### src/shared/fcc_pkg.sv
// package: register map, field positions, reset values and constants for flash clock/config
package fcc_pkg;
	localparam int ADDR_W = 6;
	localparam logic [5:0] OFS_CLKDIV = 6'h00;
	localparam logic [5:0] OFS_CONFIG = 6'h01;
	localparam logic [5:0] OFS_SECHI = 6'h03;
	localparam logic [5:0] OFS_PROT = 6'h10;
	localparam logic [5:0] OFS_FLAGS = 6'h13;
	localparam int CLKDIV_LOADED_BIT = 7;
	localparam int CLKDIV_PRESCALE_BIT = 6;
	localparam int CLKDIV_DIV_MSB = 5;
	localparam int CFG_LOCK_BIT = 10;
	localparam int CFG_ACCESS_ERROR_IRQ_ENABLE_BIT = 8;
	localparam int CFG_BUFFER_EMPTY_IRQ_ENABLE_BIT = 7;
	localparam int CFG_COMPLETION_IRQ_ENABLE_BIT = 6;
	localparam int CFG_KEYW_BIT = 5;
	localparam int CFG_BLOCK_BIT = 1;
	localparam int CFG_BEN_BIT = 0;
	localparam int SECHI_BACKDOOR_ENABLE_BIT = 15;
	localparam int FLAG_COMMAND_COMPLETE_FLAG_BIT = 6;
	localparam int FLAG_COMMAND_BUFFER_EMPTY_FLAG_BIT = 7;
	localparam int FLAG_ACCESS_ERROR_FLAG_BIT = 4;
	localparam int PRESCALE_RATIO = 8;
	localparam logic [2:0] PRESCALE_LAST = 3'h7;
	localparam logic [15:0] BRANCH_SELF_OPCODE = 16'ha97f;
	localparam logic [5:0] DIV_RESET = 6'h00;
	localparam logic [15:0] PROT_RESET = 16'h0000;
	localparam logic [15:0] WORD_ZERO = 16'h0000;
endpackage : fcc_pkg

### src/rtl/fcc_clock_divider.sv
// prescaler plus programmable divider making the flash timing clock tick
module fcc_clock_divider #(
	parameter int DIV_W = 6
) (
	input wire logic clk,
	input wire logic reset_n,
	input wire logic clk_en,
	input wire logic osc_tick,
	input wire logic prescale_sel,
	input wire logic [DIV_W-1:0] div_value,
	output logic flash_tick
);
	logic [2:0] pre_count;
	logic [DIV_W-1:0] div_count;
	logic pre_out;
	logic div_wrap;

	// bypass or divide by eight
	assign pre_out = osc_tick && (!prescale_sel || pre_count == fcc_pkg::PRESCALE_LAST);
	// divide by value+1: wrap when count reaches value
	assign div_wrap = pre_out && (div_count >= div_value);

	always_ff @(posedge clk or negedge reset_n) begin
		if (!reset_n) begin
			pre_count <= 3'h0;
			div_count <= '0;
			flash_tick <= 1'b0;
		end else if (clk_en) begin
			if (osc_tick) begin
				pre_count <= pre_count + 3'h1;
			end
			if (pre_out) begin
				div_count <= div_wrap ? '0 : div_count + 1'b1;
			end
			flash_tick <= div_wrap;
		end
	end
endmodule : fcc_clock_divider

### src/rtl/fcc_flash_ctrl.sv
// flash clock divider and configuration/control register block
//
// Function
// - timing clock comes from oscillator via prescaler then integer divider.
// - divider-loaded bit reads 1 after any divider write, never writable.
// - prescaler select 1 divides oscillator by eight, 0 passes it.
// - divider divides prescaler output by divide field plus one.
// - timing clock is re-timed into the bus clock domain.
// - reserved addresses ignore writes and read zero.
// - protection lock always readable, set-once in user mode, free in test.
// - protection lock set blocks writes to sector protection register.
// - access-error enable read/write; requests interrupt when flag set.
// - buffer-empty enable read/write; requests interrupt when flag set.
// - completion enable read/write; requests interrupt when flag set.
// - key-write mode readable, writable only with backdoor enable set.
// - key-write mode makes array writes keys, else program/erase starts.
// - branch lock set-once, reset clears, blocks branch enable writes.
// - branch enable returns branch-to-self opcode on busy array reads.
// - branch enable clear: busy read returns invalid data, no error.
// - sector protection readable always, writable only while unlocked.
// - backdoor enable reads 1 when backdoor key access allowed.
//
// Local design decision: the strobed register port.
module fcc_flash_ctrl #(
	parameter int DIV_W = 6,
	parameter int PROT_W = 16
) (
	input wire logic clk,
	input wire logic reset_n,
	input wire logic clk_en,
	input wire logic [fcc_pkg::ADDR_W-1:0] reg_addr,
	input wire logic [15:0] reg_wdata,
	input wire logic reg_write,
	input wire logic reg_read,
	output logic [15:0] reg_rdata,
	input wire logic osc_tick,
	input wire logic test_mode,
	input wire logic backdoor_enable,
	input wire logic [PROT_W-1:0] prot_reset_value,
	input wire logic access_error_flag,
	input wire logic command_buffer_empty_flag,
	input wire logic command_complete_flag,
	input wire logic array_busy,
	input wire logic array_read,
	input wire logic [15:0] array_rdata,
	output logic [15:0] core_rdata,
	input wire logic array_write,
	output logic array_key_write,
	output logic array_cmd_write,
	output logic flash_timing_clock,
	output logic access_error_irq,
	output logic buffer_empty_irq,
	output logic completion_irq,
	output logic [PROT_W-1:0] sector_protection
);
	logic divider_loaded_status;
	logic prescaler_select;
	logic [DIV_W-1:0] divide_value;
	logic protect_lock;
	logic access_error_irq_enable;
	logic buffer_empty_irq_enable;
	logic completion_irq_enable;
	logic key_write_mode;
	logic branch_in_place_lock;
	logic branch_in_place_enable;
	logic prot_loaded;
	logic flash_tick;
	logic tick_sync1;
	logic tick_sync2;
	logic sel_clkdiv;
	logic sel_config;
	logic sel_sechi;
	logic sel_prot;
	logic wr_clkdiv;
	logic wr_config;
	logic wr_prot;
	logic [15:0] next_rdata;
	logic [15:0] clkdiv_word;
	logic [15:0] config_word;
	logic [15:0] next_core_rdata;
	logic next_lock;

	function automatic logic hit(input logic [fcc_pkg::ADDR_W-1:0] a,
		input logic [fcc_pkg::ADDR_W-1:0] ofs);
		hit = (a == ofs);
	endfunction : hit

	assign sel_clkdiv = hit(reg_addr, fcc_pkg::OFS_CLKDIV);
	assign sel_config = hit(reg_addr, fcc_pkg::OFS_CONFIG);
	assign sel_sechi = hit(reg_addr, fcc_pkg::OFS_SECHI);
	assign sel_prot = hit(reg_addr, fcc_pkg::OFS_PROT);
	// unmapped addresses decode to nothing, so writes there are lost
	assign wr_clkdiv = clk_en && reg_write && sel_clkdiv;
	assign wr_config = clk_en && reg_write && sel_config;
	assign wr_prot = clk_en && reg_write && sel_prot && !protect_lock;

	// user mode may only raise the lock; test mode may write either way
	assign next_lock = test_mode ? reg_wdata[fcc_pkg::CFG_LOCK_BIT]
		: (protect_lock | reg_wdata[fcc_pkg::CFG_LOCK_BIT]);

	fcc_clock_divider #(
		.DIV_W(DIV_W)
	) u_divider (
		.clk(clk),
		.reset_n(reset_n),
		.clk_en(clk_en),
		.osc_tick(osc_tick),
		.prescale_sel(prescaler_select),
		.div_value(divide_value),
		.flash_tick(flash_tick)
	);

	// divider registers
	always_ff @(posedge clk or negedge reset_n) begin
		if (!reset_n) begin
			divider_loaded_status <= 1'b0;
			prescaler_select <= 1'b0;
			divide_value <= DIV_W'(fcc_pkg::DIV_RESET);
		end else if (wr_clkdiv) begin
			divider_loaded_status <= 1'b1;
			prescaler_select <= reg_wdata[fcc_pkg::CLKDIV_PRESCALE_BIT];
			divide_value <= reg_wdata[DIV_W-1:0];
		end
	end

	// configuration bits
	always_ff @(posedge clk or negedge reset_n) begin
		if (!reset_n) begin
			protect_lock <= 1'b0;
			access_error_irq_enable <= 1'b0;
			buffer_empty_irq_enable <= 1'b0;
			completion_irq_enable <= 1'b0;
			key_write_mode <= 1'b0;
			branch_in_place_lock <= 1'b0;
			branch_in_place_enable <= 1'b0;
		end else if (wr_config) begin
			protect_lock <= next_lock;
			access_error_irq_enable <= reg_wdata[fcc_pkg::CFG_ACCESS_ERROR_IRQ_ENABLE_BIT];
			buffer_empty_irq_enable <= reg_wdata[fcc_pkg::CFG_BUFFER_EMPTY_IRQ_ENABLE_BIT];
			completion_irq_enable <= reg_wdata[fcc_pkg::CFG_COMPLETION_IRQ_ENABLE_BIT];
			if (backdoor_enable) begin
				key_write_mode <= reg_wdata[fcc_pkg::CFG_KEYW_BIT];
			end
			// set-once: only a one can land
			branch_in_place_lock <= branch_in_place_lock | reg_wdata[fcc_pkg::CFG_BLOCK_BIT];
			if (!branch_in_place_lock) begin
				branch_in_place_enable <= reg_wdata[fcc_pkg::CFG_BEN_BIT];
			end
		end
	end

	// protection word is caught from the strap once after reset release
	always_ff @(posedge clk or negedge reset_n) begin
		if (!reset_n) begin
			prot_loaded <= 1'b0;
			sector_protection <= PROT_W'(fcc_pkg::PROT_RESET);
		end else if (clk_en) begin
			if (!prot_loaded) begin
				prot_loaded <= 1'b1;
				sector_protection <= prot_reset_value;
			end else if (wr_prot) begin
				sector_protection <= reg_wdata[PROT_W-1:0];
			end
		end
	end

	// flash tick re-timed through two flops, then registered once more into flash_timing_clock
	always_ff @(posedge clk or negedge reset_n) begin
		if (!reset_n) begin
			tick_sync1 <= 1'b0;
			tick_sync2 <= 1'b0;
			flash_timing_clock <= 1'b0;
		end else if (clk_en) begin
			tick_sync1 <= flash_tick;
			tick_sync2 <= tick_sync1;
			flash_timing_clock <= tick_sync2;
		end
	end

	assign clkdiv_word = {8'h00, divider_loaded_status, prescaler_select,
		divide_value};
	assign config_word = {5'h00, protect_lock, 1'b0, access_error_irq_enable,
		buffer_empty_irq_enable, completion_irq_enable, key_write_mode, 3'h0,
		branch_in_place_lock, branch_in_place_enable};

	// reserved or unmapped offsets read zero
	assign next_rdata = sel_clkdiv ? clkdiv_word
		: sel_config ? config_word
		: sel_sechi ? {backdoor_enable, 15'h0000}
		: sel_prot ? 16'(sector_protection)
		: fcc_pkg::WORD_ZERO;

	always_ff @(posedge clk or negedge reset_n) begin
		if (!reset_n) begin
			reg_rdata <= fcc_pkg::WORD_ZERO;
		end else if (clk_en) begin
			reg_rdata <= reg_read ? next_rdata : fcc_pkg::WORD_ZERO;
		end
	end

	// busy reads: opcode when enabled, otherwise array output passed as-is
	// (invalid) with no error raised here
	assign next_core_rdata = (array_busy && branch_in_place_enable)
		? fcc_pkg::BRANCH_SELF_OPCODE : array_rdata;

	always_ff @(posedge clk or negedge reset_n) begin
		if (!reset_n) begin
			core_rdata <= fcc_pkg::WORD_ZERO;
		end else if (clk_en && array_read) begin
			core_rdata <= next_core_rdata;
		end
	end

	assign array_key_write = array_write && key_write_mode;
	assign array_cmd_write = array_write && !key_write_mode;

	assign access_error_irq = access_error_irq_enable && access_error_flag;
	assign buffer_empty_irq = buffer_empty_irq_enable && command_buffer_empty_flag;
	assign completion_irq = completion_irq_enable && command_complete_flag;
endmodule : fcc_flash_ctrl

### config.mk
export PLATFORM = sky130hd
export DESIGN_NAME = fcc_flash_ctrl
export DESIGN_NICKNAME = d
export VERILOG_FILES = /design/src/shared/fcc_pkg.sv /design/src/rtl/fcc_clock_divider.sv /design/src/rtl/fcc_flash_ctrl.sv
export SDC_FILE = /design/constraint.sdc
export NUM_CORES = 1
export LEC_CHECK = 0
export BUFFER_PORTS_ARGS = -buffer_cell sky130_fd_sc_hd__buf_2
export CORE_ASPECT_RATIO = 1.2
export CORE_UTILIZATION = 30
export DETAILED_ROUTE_END_ITERATION = 6
export GPL_TIMING_DRIVEN = 0
export PLACE_DENSITY = 0.55
export SLEW_MARGIN = 30
export SYNTH_ARGS = -nofsm -noshare
export SYNTH_HDL_FRONTEND = slang
export SYNTH_HIERARCHICAL = 1
export SYNTH_SLANG_ARGS = --single-unit
### constraint.sdc
create_clock -name clk -period 2.2 [get_ports clk]
set_clock_uncertainty 0.05 [all_clocks]
set_input_delay 0.11 -clock clk [delete_from_list [all_inputs] [get_ports clk]]
set_output_delay 0.11 -clock clk [all_outputs]
set_load 0.01 [all_outputs]
Yosys cells after proc, flatten, opt, wreduce, memory -nomap -nowiden
Cells that the tools add are included.

Word-level logic and storage cells: 65. Register bits: 77.

Equal/unequal tests: 5. Add/sub/neg operators: 2. Bitwise logic cells: 3. Multiplexer cells: 10. Magnitude comparators: 1. Reduce and logical (&&, ||, !) cells: 24.

Operators with widths (count): 16-bit 2-to-1 mux (8); 1-bit logical AND (14); 2-bit AND reduction (5); 6-bit by 1-bit adder with 6-bit output, second input constant (1); 6-bit by 1-bit equality test with 1-bit output, second input constant (1); 6-bit by 2-bit equality test with 1-bit output, second input constant (1); 6-bit by 5-bit equality test with 1-bit output, second input constant (1); 6-bit greater-or-equal comparator (1); 6-bit logical NOT (1); 6-bit 2-to-1 mux (1); 3-bit by 1-bit adder with 3-bit output, second input constant (1); 3-bit equality test, second input constant (1); 1-bit logical NOT (3); 2-bit by 1-bit != test with 1-bit output, second input constant (1); 1-bit bitwise OR (2); 1-bit logical OR (1); 1-bit 2-to-1 mux (1); 1-bit NOT (1).

Longest topological paths before layout
Gate-level depths: netlist of run 1.

Word-level depth: 6. Depth in mapped cells: 7.

Cells and area by module
Netlist of run 1, hierarchy kept.

Modules (own cells, without submodules): fcc_flash_ctrl (area an instance 3234.4 um^2, sequential area each 1676.6 um^2, cells each 275, times used 1); fcc_clock_divider (area an instance 689.4 um^2, sequential area each 250.2 um^2, cells each 71, times used 1).

Worst setup path after synthesis of run 1
Ideal clock, no wire load.

Path type: register to register. Start: register u_divider.div_count[0]. End: register u_divider.div_count[2]. Stages on the path, launching flop included: 7. Setup time: 0.104 ns. Slack: 0.748 ns. Period minus slack after synthesis: 1.452 ns. Buffers on the path: 0. Arrival time: 1.298 ns. Cells stage by stage: dfrtp_1 -> inv_1 -> ha_1 -> nand2b_4 -> a21oi_4 -> o21ai_4 -> o311ai_1.

Cells in the longest elaborated chain, start to end: 3. Elaborated cells on any way between the ends: 4.

RTL lines: from (decl) (RTL line fcc_clock_divider.sv:14) `logic [DIV_W-1:0] div_count;`; from (signal assigned) (RTL line fcc_clock_divider.sv:33) `div_count <= div_wrap ? '0 : div_count + 1'b1;`; 6-bit greater-or-equal comparator (RTL line fcc_clock_divider.sv:21) `assign div_wrap = pre_out && (div_count >= div_value);`; 1-bit logical AND (RTL line fcc_clock_divider.sv:21); 6-bit 2-to-1 mux (*) (RTL line fcc_clock_divider.sv:33).

Mark *: on every way between the ends. The rest lies on a longest branch, timed or not. A chain may end at the register's enable or synchronous reset.

Worst setup path after layout of run 1
Start: register prot_loaded. End: register sector_protection[13].

Cells in the longest elaborated chain, start to end: 2. Elaborated cells on any way between the ends: 3.

RTL lines: from (decl) (RTL line fcc_flash_ctrl.sv:66) `logic prot_loaded;`; from (signal assigned) (RTL line fcc_flash_ctrl.sv:155) `prot_loaded <= 1'b0;`; from (signal assigned) (RTL line fcc_flash_ctrl.sv:159) `prot_loaded <= 1'b1;`; 2-bit by 1-bit != test with 1-bit output (no line); 2-bit AND reduction (no line); to (signal assigned) (RTL line fcc_flash_ctrl.sv:156) `sector_protection <= PROT_W'(fcc_pkg::PROT_RESET);`; to (signal assigned) (RTL line fcc_flash_ctrl.sv:160) `sector_protection <= prot_reset_value;`; to (signal assigned) (RTL line fcc_flash_ctrl.sv:162) `sector_protection <= reg_wdata[PROT_W-1:0];`; to (decl) (RTL line fcc_flash_ctrl.sv:54) `output logic [PROT_W-1:0] sector_protection`.

Parallel ways exist; a longest one is shown, timed or not.

==> results of run 1 <==
==> cell type report <==
class / count / area, sq um
inverter: 11 / 41.29
clock buffer: 9 / 225.2
fill: 1284 / 7233
tap: 164 / 205.2
sequential: 77 / 1927
buffer: 24 / 140.1
multi-input combinational: 234 / 1815
clock inverter: 7 / 62.56
timing repair buffer: 165 / 1075
==> through the flow <==
stage / power [mW] / util (%) / cells / area, sq um / hold slack (ns)
floorplan: 2.249 / - / 346 / 3924 / -0.2356
global placement: 2.523 / 37.17 / 630 / 4730 / 0.2689
detailed placement: 2.556 / 37.43 / 631 / 4763 / -0.07915
CTS: 4.075 / 43.16 / 691 / 5492 / 0.003589
global route: 4.259 / 43.16 / 691 / 5492 / 0.009971
finish: 4.024 / 43.16 / 691 / 5492 / 0.001102
==> flip-flops by register name, summed over array words and instances, names as in the netlist <==
register / count
core_rdata: 16
reg_rdata: 16
sector_protection: 16
divide_value: 6
u_divider/div_count: 6
u_divider/pre_count: 3
access_error_irq_enable: 1
branch_in_place_enable: 1
branch_in_place_lock: 1
buffer_empty_irq_enable: 1
completion_irq_enable: 1
divider_loaded_status: 1
flash_timing_clock: 1
key_write_mode: 1
prescaler_select: 1
prot_loaded: 1
protect_lock: 1
tick_sync1: 1
tick_sync2: 1
u_divider/flash_tick: 1
==> worst register-to-register path, cell delays in order (launching register included) <==
cell and delay [ns]:
dfrtp_1 0.35, buf_2 0.19, nor2b_1 0.12, clkbuf_1 0.31, clkbuf_1 0.48, a22oi_1 0.17, o211ai_2 0.11
==> layout by cell type (no fill, tap or decap), types with 11 or more instances in the layout <==
cell type      count
o22a_1            11
buf_2            126
a22oi_1           18
nand2_1           37
nand4_1           18
dlygate4sd3_1     44
dfrtp_1           77
clkbuf_1          11
mux2_1            15
==> per-layer routing <==
metal / vias to the layer above / part of all wire (%) / global-route usage (%)
li1: 1659 / - / -
met1: 1749 / 42 / 20.61
met2: 101 / 52 / 32.62
met3: 11 / 5.0 / 3.673
met4: 0 / 1.1 / 5.637
met5: - / 0 / 0
==> report_power, final <==
part,total (mW),leakage (nW),internal [mW],switching (mW)
Clock,1.44,0.139,0.790,0.651
Sequential,1.73,0.922,1.59,0.137
Combinational,0.857,1.43,0.430,0.427
Total,4.02,2.49,2.81,1.22
==> worst max-delay path by stage <==
stage	start	end	slack, ns	cells past startpoint
2_1_floorplan	u_divider/div_count[0]$_DFFE_PN0P_	u_divider/div_count[2]$_DFFE_PN0P_	0.75	6
6_report	prot_loaded$_DFFE_PN0P_	sector_protection[13]$_DFFE_PN0P_	0.35	6
4_1_cts	prot_loaded$_DFFE_PN0P_	sector_protection[14]$_DFFE_PN0P_	0.33	6
3_3_place_gp	reset_n	reg_rdata[5]$_DFFE_PN0P_	0.34	1
5_1_grt	prot_loaded$_DFFE_PN0P_	sector_protection[13]$_DFFE_PN0P_	0.25	6
3_5_place_dp	prot_loaded$_DFFE_PN0P_	sector_protection[14]$_DFFE_PN0P_	0.35	6
==> kinds of logic after synthesis <==
logic type,synth area share (%)
simple gates,17.47
flops,49.11
buf+inv,4.623
xor+xnor,0.2233
mux,5.995
fa+ha+maj,2.870
compound gates,19.71
==> repair_timing <==
item,CTS,global route
endpoints found under the hold margin,119,0
setup buffers,0,0
hold buffers,44,0
==> run metrics, run 1 <==
Die Wd=106.4 microns; fin crit period=1.854 ns; FFs w/ async S/R, synth=100.0%; Syn-to-layout area delta=39.96%; Leak Pwr=2.487 nW; Yosys cell types=55; sequential share of the synthesized area=49.11%; CTS tree=built; hold path cells=2; Global Route Usage Sum=17.82%; PD cells=732.7 nW/um^2; I/O pin count=122; die height=127.3 microns; share of cells above drive strength 1=34.35%; initial cell density of the core=30.84%; endpoints failing hold=0; post-synthesis sequential element count=77; Vias/cell=5.094; final slew viol count=0; clk buf depth=2; drt drc=0; initial antenna violation count=0; post-cts resize count=0; clock latency on the worst-skew pair=0.34 ns; Reg clk slew, reported paths=0.07 ns; most common flop cell mapped by yosys=dfrtp_1; number of warnings issued by yosys=6; critical path launch point type=register; Reg2Reg Launch Point=prot_loaded$_DFFE_PN0P_; DRT iter0 DRCs=214; HP Class=in -> reg; Congestion Overflow GR=0; synth cell count leaders=77 x dfrtp_1, 37 x nand2_1, 18 x a22oi_1, 18 x nand4_1, 15 x mux2_1; vias in the first global route=3647; aggregate negative setup slack=0 ns; area leader, netlist=dfrtp_1; n_diodes=0; CTS buffer count=9; CP dominant cell by count=clkbuf_1; number of synthesized flops with an enable pin=0; DR vias=3520; r2r worst-path depth=6; syn nets=423; share of the synthesized area in the top cell type=49.11%; I/O Buffers=120; Pre-Repair DR Iteration Count=4; Slew HR=53.70%; max-cap violations=0; H-tree levels=3; Rows=45; nets=599; first-pass GRT wire length=18.66 mm; CP Buf/Inv Count=3; per-cell routed wire length=16.91 microns; Synth Cell Area=3924 sq um; pin count of the biggest net entering global routing=58; Sink Count=77; syn avg cell area=11.34 sq um; Crit Path Class=reg -> reg; RSZ-0062 raised after global routing=no; Worst Path Max Fanout=10; gpl congestion=0.8055; crit-path leading delay family=buffers and inverters; status=finished, final reports clean; crit share post-route=84.27%; Max Fclk=0.5394 GHz; Hold EP=divide_value[1]$_DFFE_PN0P_; Final ANT Viol Nets=0; Die ar.=13540 sq um; Reg-to-Reg End=sector_protection[13]$_DFFE_PN0P_; top cells by area, synth=dfrtp_1 49%, mux2_1 4.3%, nand2_1 3.5%; CP Cell Sequence=buf_2, nor2b_1, clkbuf_1, clkbuf_1, a22oi_1, o211ai_2; Slowest cell on crit path=clkbuf_1; placed wire-length estimate=8.493 mm; CP peak stage delay=0.48 ns; dpl ws=0.3507 ns; element type at the critical path end=register; Post-Syn Instances=346; Critical Path AT=2.06 ns; worst setup margin=0.3460 ns; min-delay src=reg_wdata[1]; VDD IR max=0.2982 mV; Routed WL=11.68 mm; critical path required time=2.41 ns; Worst-Margin Slew=0.6928 ns; setup slack, reg-to-reg=0.35 ns; clk root buf=clkbuf_16; top-count cell post-synth=dfrtp_1; core area=12720 sq um; final setup fails=0
No activity file was read; power rests on OpenSTA's default activity.
==> run 2, diff against run 1 <==
- clock period: 2.2 -> 1.9 ns (I/O delays scaled with it)
==> run 2 against run 1 <==
Net effect:
- final cell count increased by 0.58%
- combinational power increased by 17%
- non-clock buffer count increased by 4
- highest routed layer unchanged
- critical path depth decreased by 1
- sequential share of layout area decreased by 0.27 points
- cell area increased by 0.77%
- maximum frequency increased by 5.7%
- largest cell class unchanged
- routed wire length increased by 0.35%
- register-to-register slack got worse by 0.20 ns
==> run metrics, run 2 (same netlist as run 1, synthesis figures left out) <==
placed insts=631; Global Route Usage Sum=17.83%; VDD IR max=0.3455 mV; Reg clk slew, reported paths=0.07 ns; Hold EP=sector_protection[14]$_DFFE_PN0P_; cell internal pwr=3.258 mW; Layout Utilization=43.49%; Reg-to-Reg End=sector_protection[13]$_DFFE_PN0P_; core area=12720 sq um; RSZ-0062 raised after global routing=no; vias in the first global route=3668; r2r worst-path depth=5; crit share post-route=92.34%; Leak Pwr=2.511 nW; share of cells above drive strength 1=34.46%; min-delay src=reg_wdata[14]; Max Fclk=0.5700 GHz; final slew viol count=0; endpoints failing hold=0; initial cell density of the core=30.84%; clock latency on the worst-skew pair=0.34 ns; Die ar.=13540 sq um; sequential share of power=42.8%; placed wire-length estimate=8.493 mm; initial antenna violation count=0; DRT iter0 DRCs=204; Syn-to-layout area delta=41.04%; gpl congestion=0.8055; clock power share=35.8%; Die Wd=106.4 microns; Post-CTS Setup Inserts=0; PD cells=843.8 nW/um^2; Fill cells=1277; most common cell after layout, fill and taps aside=buf_2; HP Class=in -> reg; Setup crit start=protect_lock$_DFFE_PN0P_; hold path cells=3; drt drc=0; Reg2Reg Launch Point=protect_lock$_DFFE_PN0P_; clk root buf=clkbuf_16; DR vias=3531; Pre-Repair DR Iteration Count=4; Non-Filler Instances=695; final setup fails=0; switch share=30.23%; pin count of the biggest net entering global routing=58; Sequential cell area=1927 sq um; Worst Path Max Fanout=10; Crit Path Class=reg -> reg; critical path launch point type=register; Overall Power=4.670 mW; Congestion Overflow GR=0; Final ANT Viol Nets=0; I/O pin count=122; area of the multi-input gates=1815 sq um; max-cap violations=0; Routed WL=11.72 mm; CP Buf/Inv Count=2; Vias/cell=5.081; Largest regs=core_rdata: 16 flops, reg_rdata: 16 flops, sector_protection: 16 flops; CTS buffer count=9; setup slack, reg-to-reg=0.15 ns; CP Cell Sequence=nor4b_4, and2_1, buf_4, buf_8, o211ai_2; per-cell routed wire length=16.87 microns; crit-path leading delay family=simple AND/OR/NAND/NOR gates; I/O Buffers=120; critical path required time=2.06 ns; combinational fraction of design power=21.4%; clk buf depth=2; Critical Path AT=1.91 ns; die height=127.3 microns; worst hold slack=0.01548 ns; Worst-Margin Slew=0.7114 ns; nets=603; Sink Count=77; Rows=45; CTS tree=built; element type at the critical path end=register; first-pass GRT wire length=18.69 mm; status=finished, final reports clean; n_diodes=0; P_sw=1.412 mW; aggregate negative setup slack=0 ns; Slew HR=52.45%; H-tree levels=3; fin crit period=1.755 ns; leading cell types in the layout, fill and taps excluded=126 x buf_2, 77 x dfrtp_1, 48 x dlygate4sd3_1; CP peak stage delay=0.51 ns; Slowest cell on crit path=nor4b_4
[run 2: timing repair]
item	4_1_cts	5_1_grt
hold buffers	48	0
hold endpoints to repair	123	0
endpoints found under the setup margin	0	10
resized for setup	0	4
[run 2: through the flow]
step | instance area [sq um] | worst slack, ns
floorplan | 3924 | 0.4479
global placement | 4730 | 0.05766
detailed placement | 4763 | 0.05065
CTS | 5532 | 0.03122
global route | 5534 | 0.08452
finish | 5534 | 0.1455
[run 2: worst max path at each step]
stage                                              end  cells past startpoint  slack (ns)
global placement              reg_rdata[5]$_DFFE_PN0P_                      1        0.06
CTS                  sector_protection[14]$_DFFE_PN0P_                      6        0.03
global route         sector_protection[13]$_DFFE_PN0P_                      5        0.08
detailed placement   sector_protection[14]$_DFFE_PN0P_                      6        0.05
finish               sector_protection[13]$_DFFE_PN0P_                      5        0.15
floorplan           u_divider/div_count[2]$_DFFE_PN0P_                      6        0.45
[run 2: power groups by stage]
stage	sequential, mW	clock [mW]	combinational (mW)
2_1_floorplan	2.02	0	0.586
4_1_cts	2.00	1.71	1.01
3_3_place_gp	2.02	0	0.901
5_1_grt	2.03	1.78	1.13
3_5_place_dp	2.03	0	0.930
6_report	2.00	1.67	0.999
[run 2: area by class of cell]
| type | count | area share [%] |
|---|---|---|
| Sequential cell | 77 | 34.82 |
| Multi-Input combinational cell | 234 | 32.81 |
| Timing Repair Buffer | 169 | 20.14 |
| Clock buffer | 9 | 4.070 |
| Tap cell | 164 | 3.708 |
| Buffer | 24 | 2.577 |
| Clock inverter | 7 | 1.130 |
| Inverter | 11 | 0.7461 |
[run 2: worst register-to-register path, delay by kind of cell, from the launching register on]
kind | cells | cell delay (ns)
AND/OR/NAND/NOR | 2 | 0.71
flip-flops | 1 | 0.42
buffers and inverters | 2 | 0.33
AO/OA/AOI/OAI | 1 | 0.11
[run 2: routing by layer]
layer | up-vias | wire [microns] | track usage, %
met5 | - | 0 | 0
met3 | 11 | 537 | 3.673
met1 | 1755 | 4950 | 20.71
li1 | 1665 | - | -
met2 | 100 | 6103 | 32.54
met4 | 0 | 133 | 5.637
==> run 3, diff against run 2 <==
==> constraint.sdc (replaced) <==
create_clock -name clk -period 1.9 [get_ports clk]
set_clock_uncertainty 0.05 [all_clocks]
set_input_delay 0.285 -clock clk [delete_from_list [all_inputs] [get_ports clk]]
set_output_delay 0.285 -clock clk [all_outputs]
set_load 0.01 [all_outputs]
==> run 3 against run 2 <==
Net effect:
- sequential share of layout area increased by 3.2 points
- critical endpoint unchanged
- die area unchanged
- power decreased by 1.7%
- sequential power about the same
- cell area decreased by 8.5%
- combinational power decreased by 7.7%
- largest power group unchanged
- largest cell class unchanged
- via count decreased by 5.2%
- routed wire length decreased by 4.1%
- worst setup slack got worse by 0.0030 ns
- maximum frequency decreased by 0.17%
- flip-flop and latch count unchanged
==> run metrics, run 3 (same netlist as run 1, synthesis figures left out) <==
status=finished, final reports clean; Reg clk slew, reported paths=0.07 ns; VDD IR max=0.3380 mV; worst hold slack=0.1013 ns; final slew viol count=0; leading cell types in the layout, fill and taps excluded=126 x buf_2, 77 x dfrtp_1, 37 x nand2_1; placed inst area=4763 sq um; Crit Path Class=reg -> reg; min-delay src=array_rdata[0]; Global Route Usage Sum=17.12%; RSZ-0062 raised after global routing=no; M1 GR Usage=20.22%; share of cells above drive strength 1=37.81%; pin count of the biggest net entering global routing=58; critical path required time=2.06 ns; final setup fails=0; P_sw=1.396 mW; Die Wd=106.4 microns; PD cells=906.6 nW/um^2; Worst Path Max Fanout=10; clock latency on the worst-skew pair=0.34 ns; routing usage on met2=30.48%; placed wire-length estimate=8.493 mm; I/O Buffers=120; combinational fraction of design power=20.1%; Post-CTS Setup Inserts=0; clk buf depth=2; fin crit period=1.758 ns; Reg2Reg Launch Point=protect_lock$_DFFE_PN0P_; vias in the first global route=3400; HP Class=in -> reg; most common cell after layout, fill and taps aside=buf_2; DRT iter0 DRCs=184; Syn-to-layout area delta=29.05%; initial antenna violation count=0; Routed WL=11.25 mm; cell internal pwr=3.195 mW; Leak Pwr=2.314 nW; final instance area=5064 sq um; per-cell routed wire length=17.35 microns; Rows=45; initial cell density of the core=30.84%; DR vias=3346; Layout Utilization=39.79%; gpl congestion=0.8055; Slew HR=52.87%; crit share post-route=92.50%; switch share=30.41%; Sink Count=77; core area=12720 sq um; Largest regs=core_rdata: 16 flops, reg_rdata: 16 flops, sector_protection: 16 flops; CTS buffer count=9; max-cap violations=0; clock power share=36.4%; I/O pin count=122; Setup crit start=protect_lock$_DFFE_PN0P_; clk root buf=clkbuf_16; critical path launch point type=register; CTS tree=built; Final ANT Viol Nets=0; nets=556; n_diodes=0; Vias/cell=5.164; endpoints failing hold=0; first-pass GRT wire length=17.83 mm; aggregate negative setup slack=0 ns; Die ar.=13540 sq um; Worst-Margin Slew=0.7051 ns; grt peak-use layer=met2; H-tree levels=3; Pre-Repair DR Iteration Count=4; Congestion Overflow GR=0; drt drc=0; M3 GR Usage=3.980%; sequential share of power=43.5%; Max Fclk=0.5690 GHz; die height=127.3 microns; Critical Path AT=1.92 ns; element type at the critical path end=register
-- run 3: final cells by class --
class                           count  area [sq um]
Buffer                             24         142.6
Tap cell                          164         205.2
Multi-Input combinational cell    234          1815
Fill cell                        1316          7661
Sequential cell                    77          1927
Clock inverter                      7         62.56
Inverter                           11         41.29
Clock buffer                        9         225.2
Timing Repair Buffer              122         644.4
-- run 3: worst max-delay path, stage by stage, from the launching register on --
cell	delay [ns]
dfrtp_1	0.42
nor4b_4	0.51
and2_1	0.20
buf_4	0.16
buf_8	0.17
o211ai_2	0.11
-- run 3: stage by stage --
stage                     instances  worst slack (ns)  power [mW]
after detailed placement        631           -0.1001       2.960
after CTS                       648           0.03122       4.650
final                           648            0.1424       4.591
after floorplan                 346            0.3977       2.604
after global routing            648           0.08452       4.859
after global placement          630           -0.1323       2.921
-- run 3: what timing repair did --
action / 4_1_cts / 5_1_grt
gates resized for setup: 0 / 4
hold buffers: 1 / 0
setup endpoints to repair: 0 / 10
hold endpoints to repair: 20 / 0
-- run 3: power groups by stage --
stage | clock network, mW | logic [mW] | registers (mW)
detailed placement | 0 | 0.930 | 2.03
global route | 1.79 | 1.05 | 2.03
global placement | 0 | 0.901 | 2.02
finish | 1.67 | 0.922 | 2.00
floorplan | 0 | 0.586 | 2.02
CTS | 1.71 | 0.936 | 2.00
-- run 3: routing by layer --
metal	vias to the layer above	wire length (microns)
met5	-	0
met4	0	133
met3	12	729
met2	105	5675
met1	1656	4707
li1	1573	-
-- run 3: worst paths after layout --
check | endpoint | slack (ns) | cells after the start
worst max register to register | sector_protection[13]$_DFFE_PN0P_ | 0.14 | 5
worst min-delay path | core_rdata[0]$_DFFE_PN0P_ | 0.10 | 2
worst max-delay path | sector_protection[13]$_DFFE_PN0P_ | 0.14 | 5
worst min register to register | divider_loaded_status$_DFFE_PN0P_ | 0.41 | 1
max in group asynchronous | divide_value[0]$_DFFE_PN0P_ | 0.93 | 3
min in group asynchronous | reg_rdata[11]$_DFFE_PN0P_ | 0.30 | 2
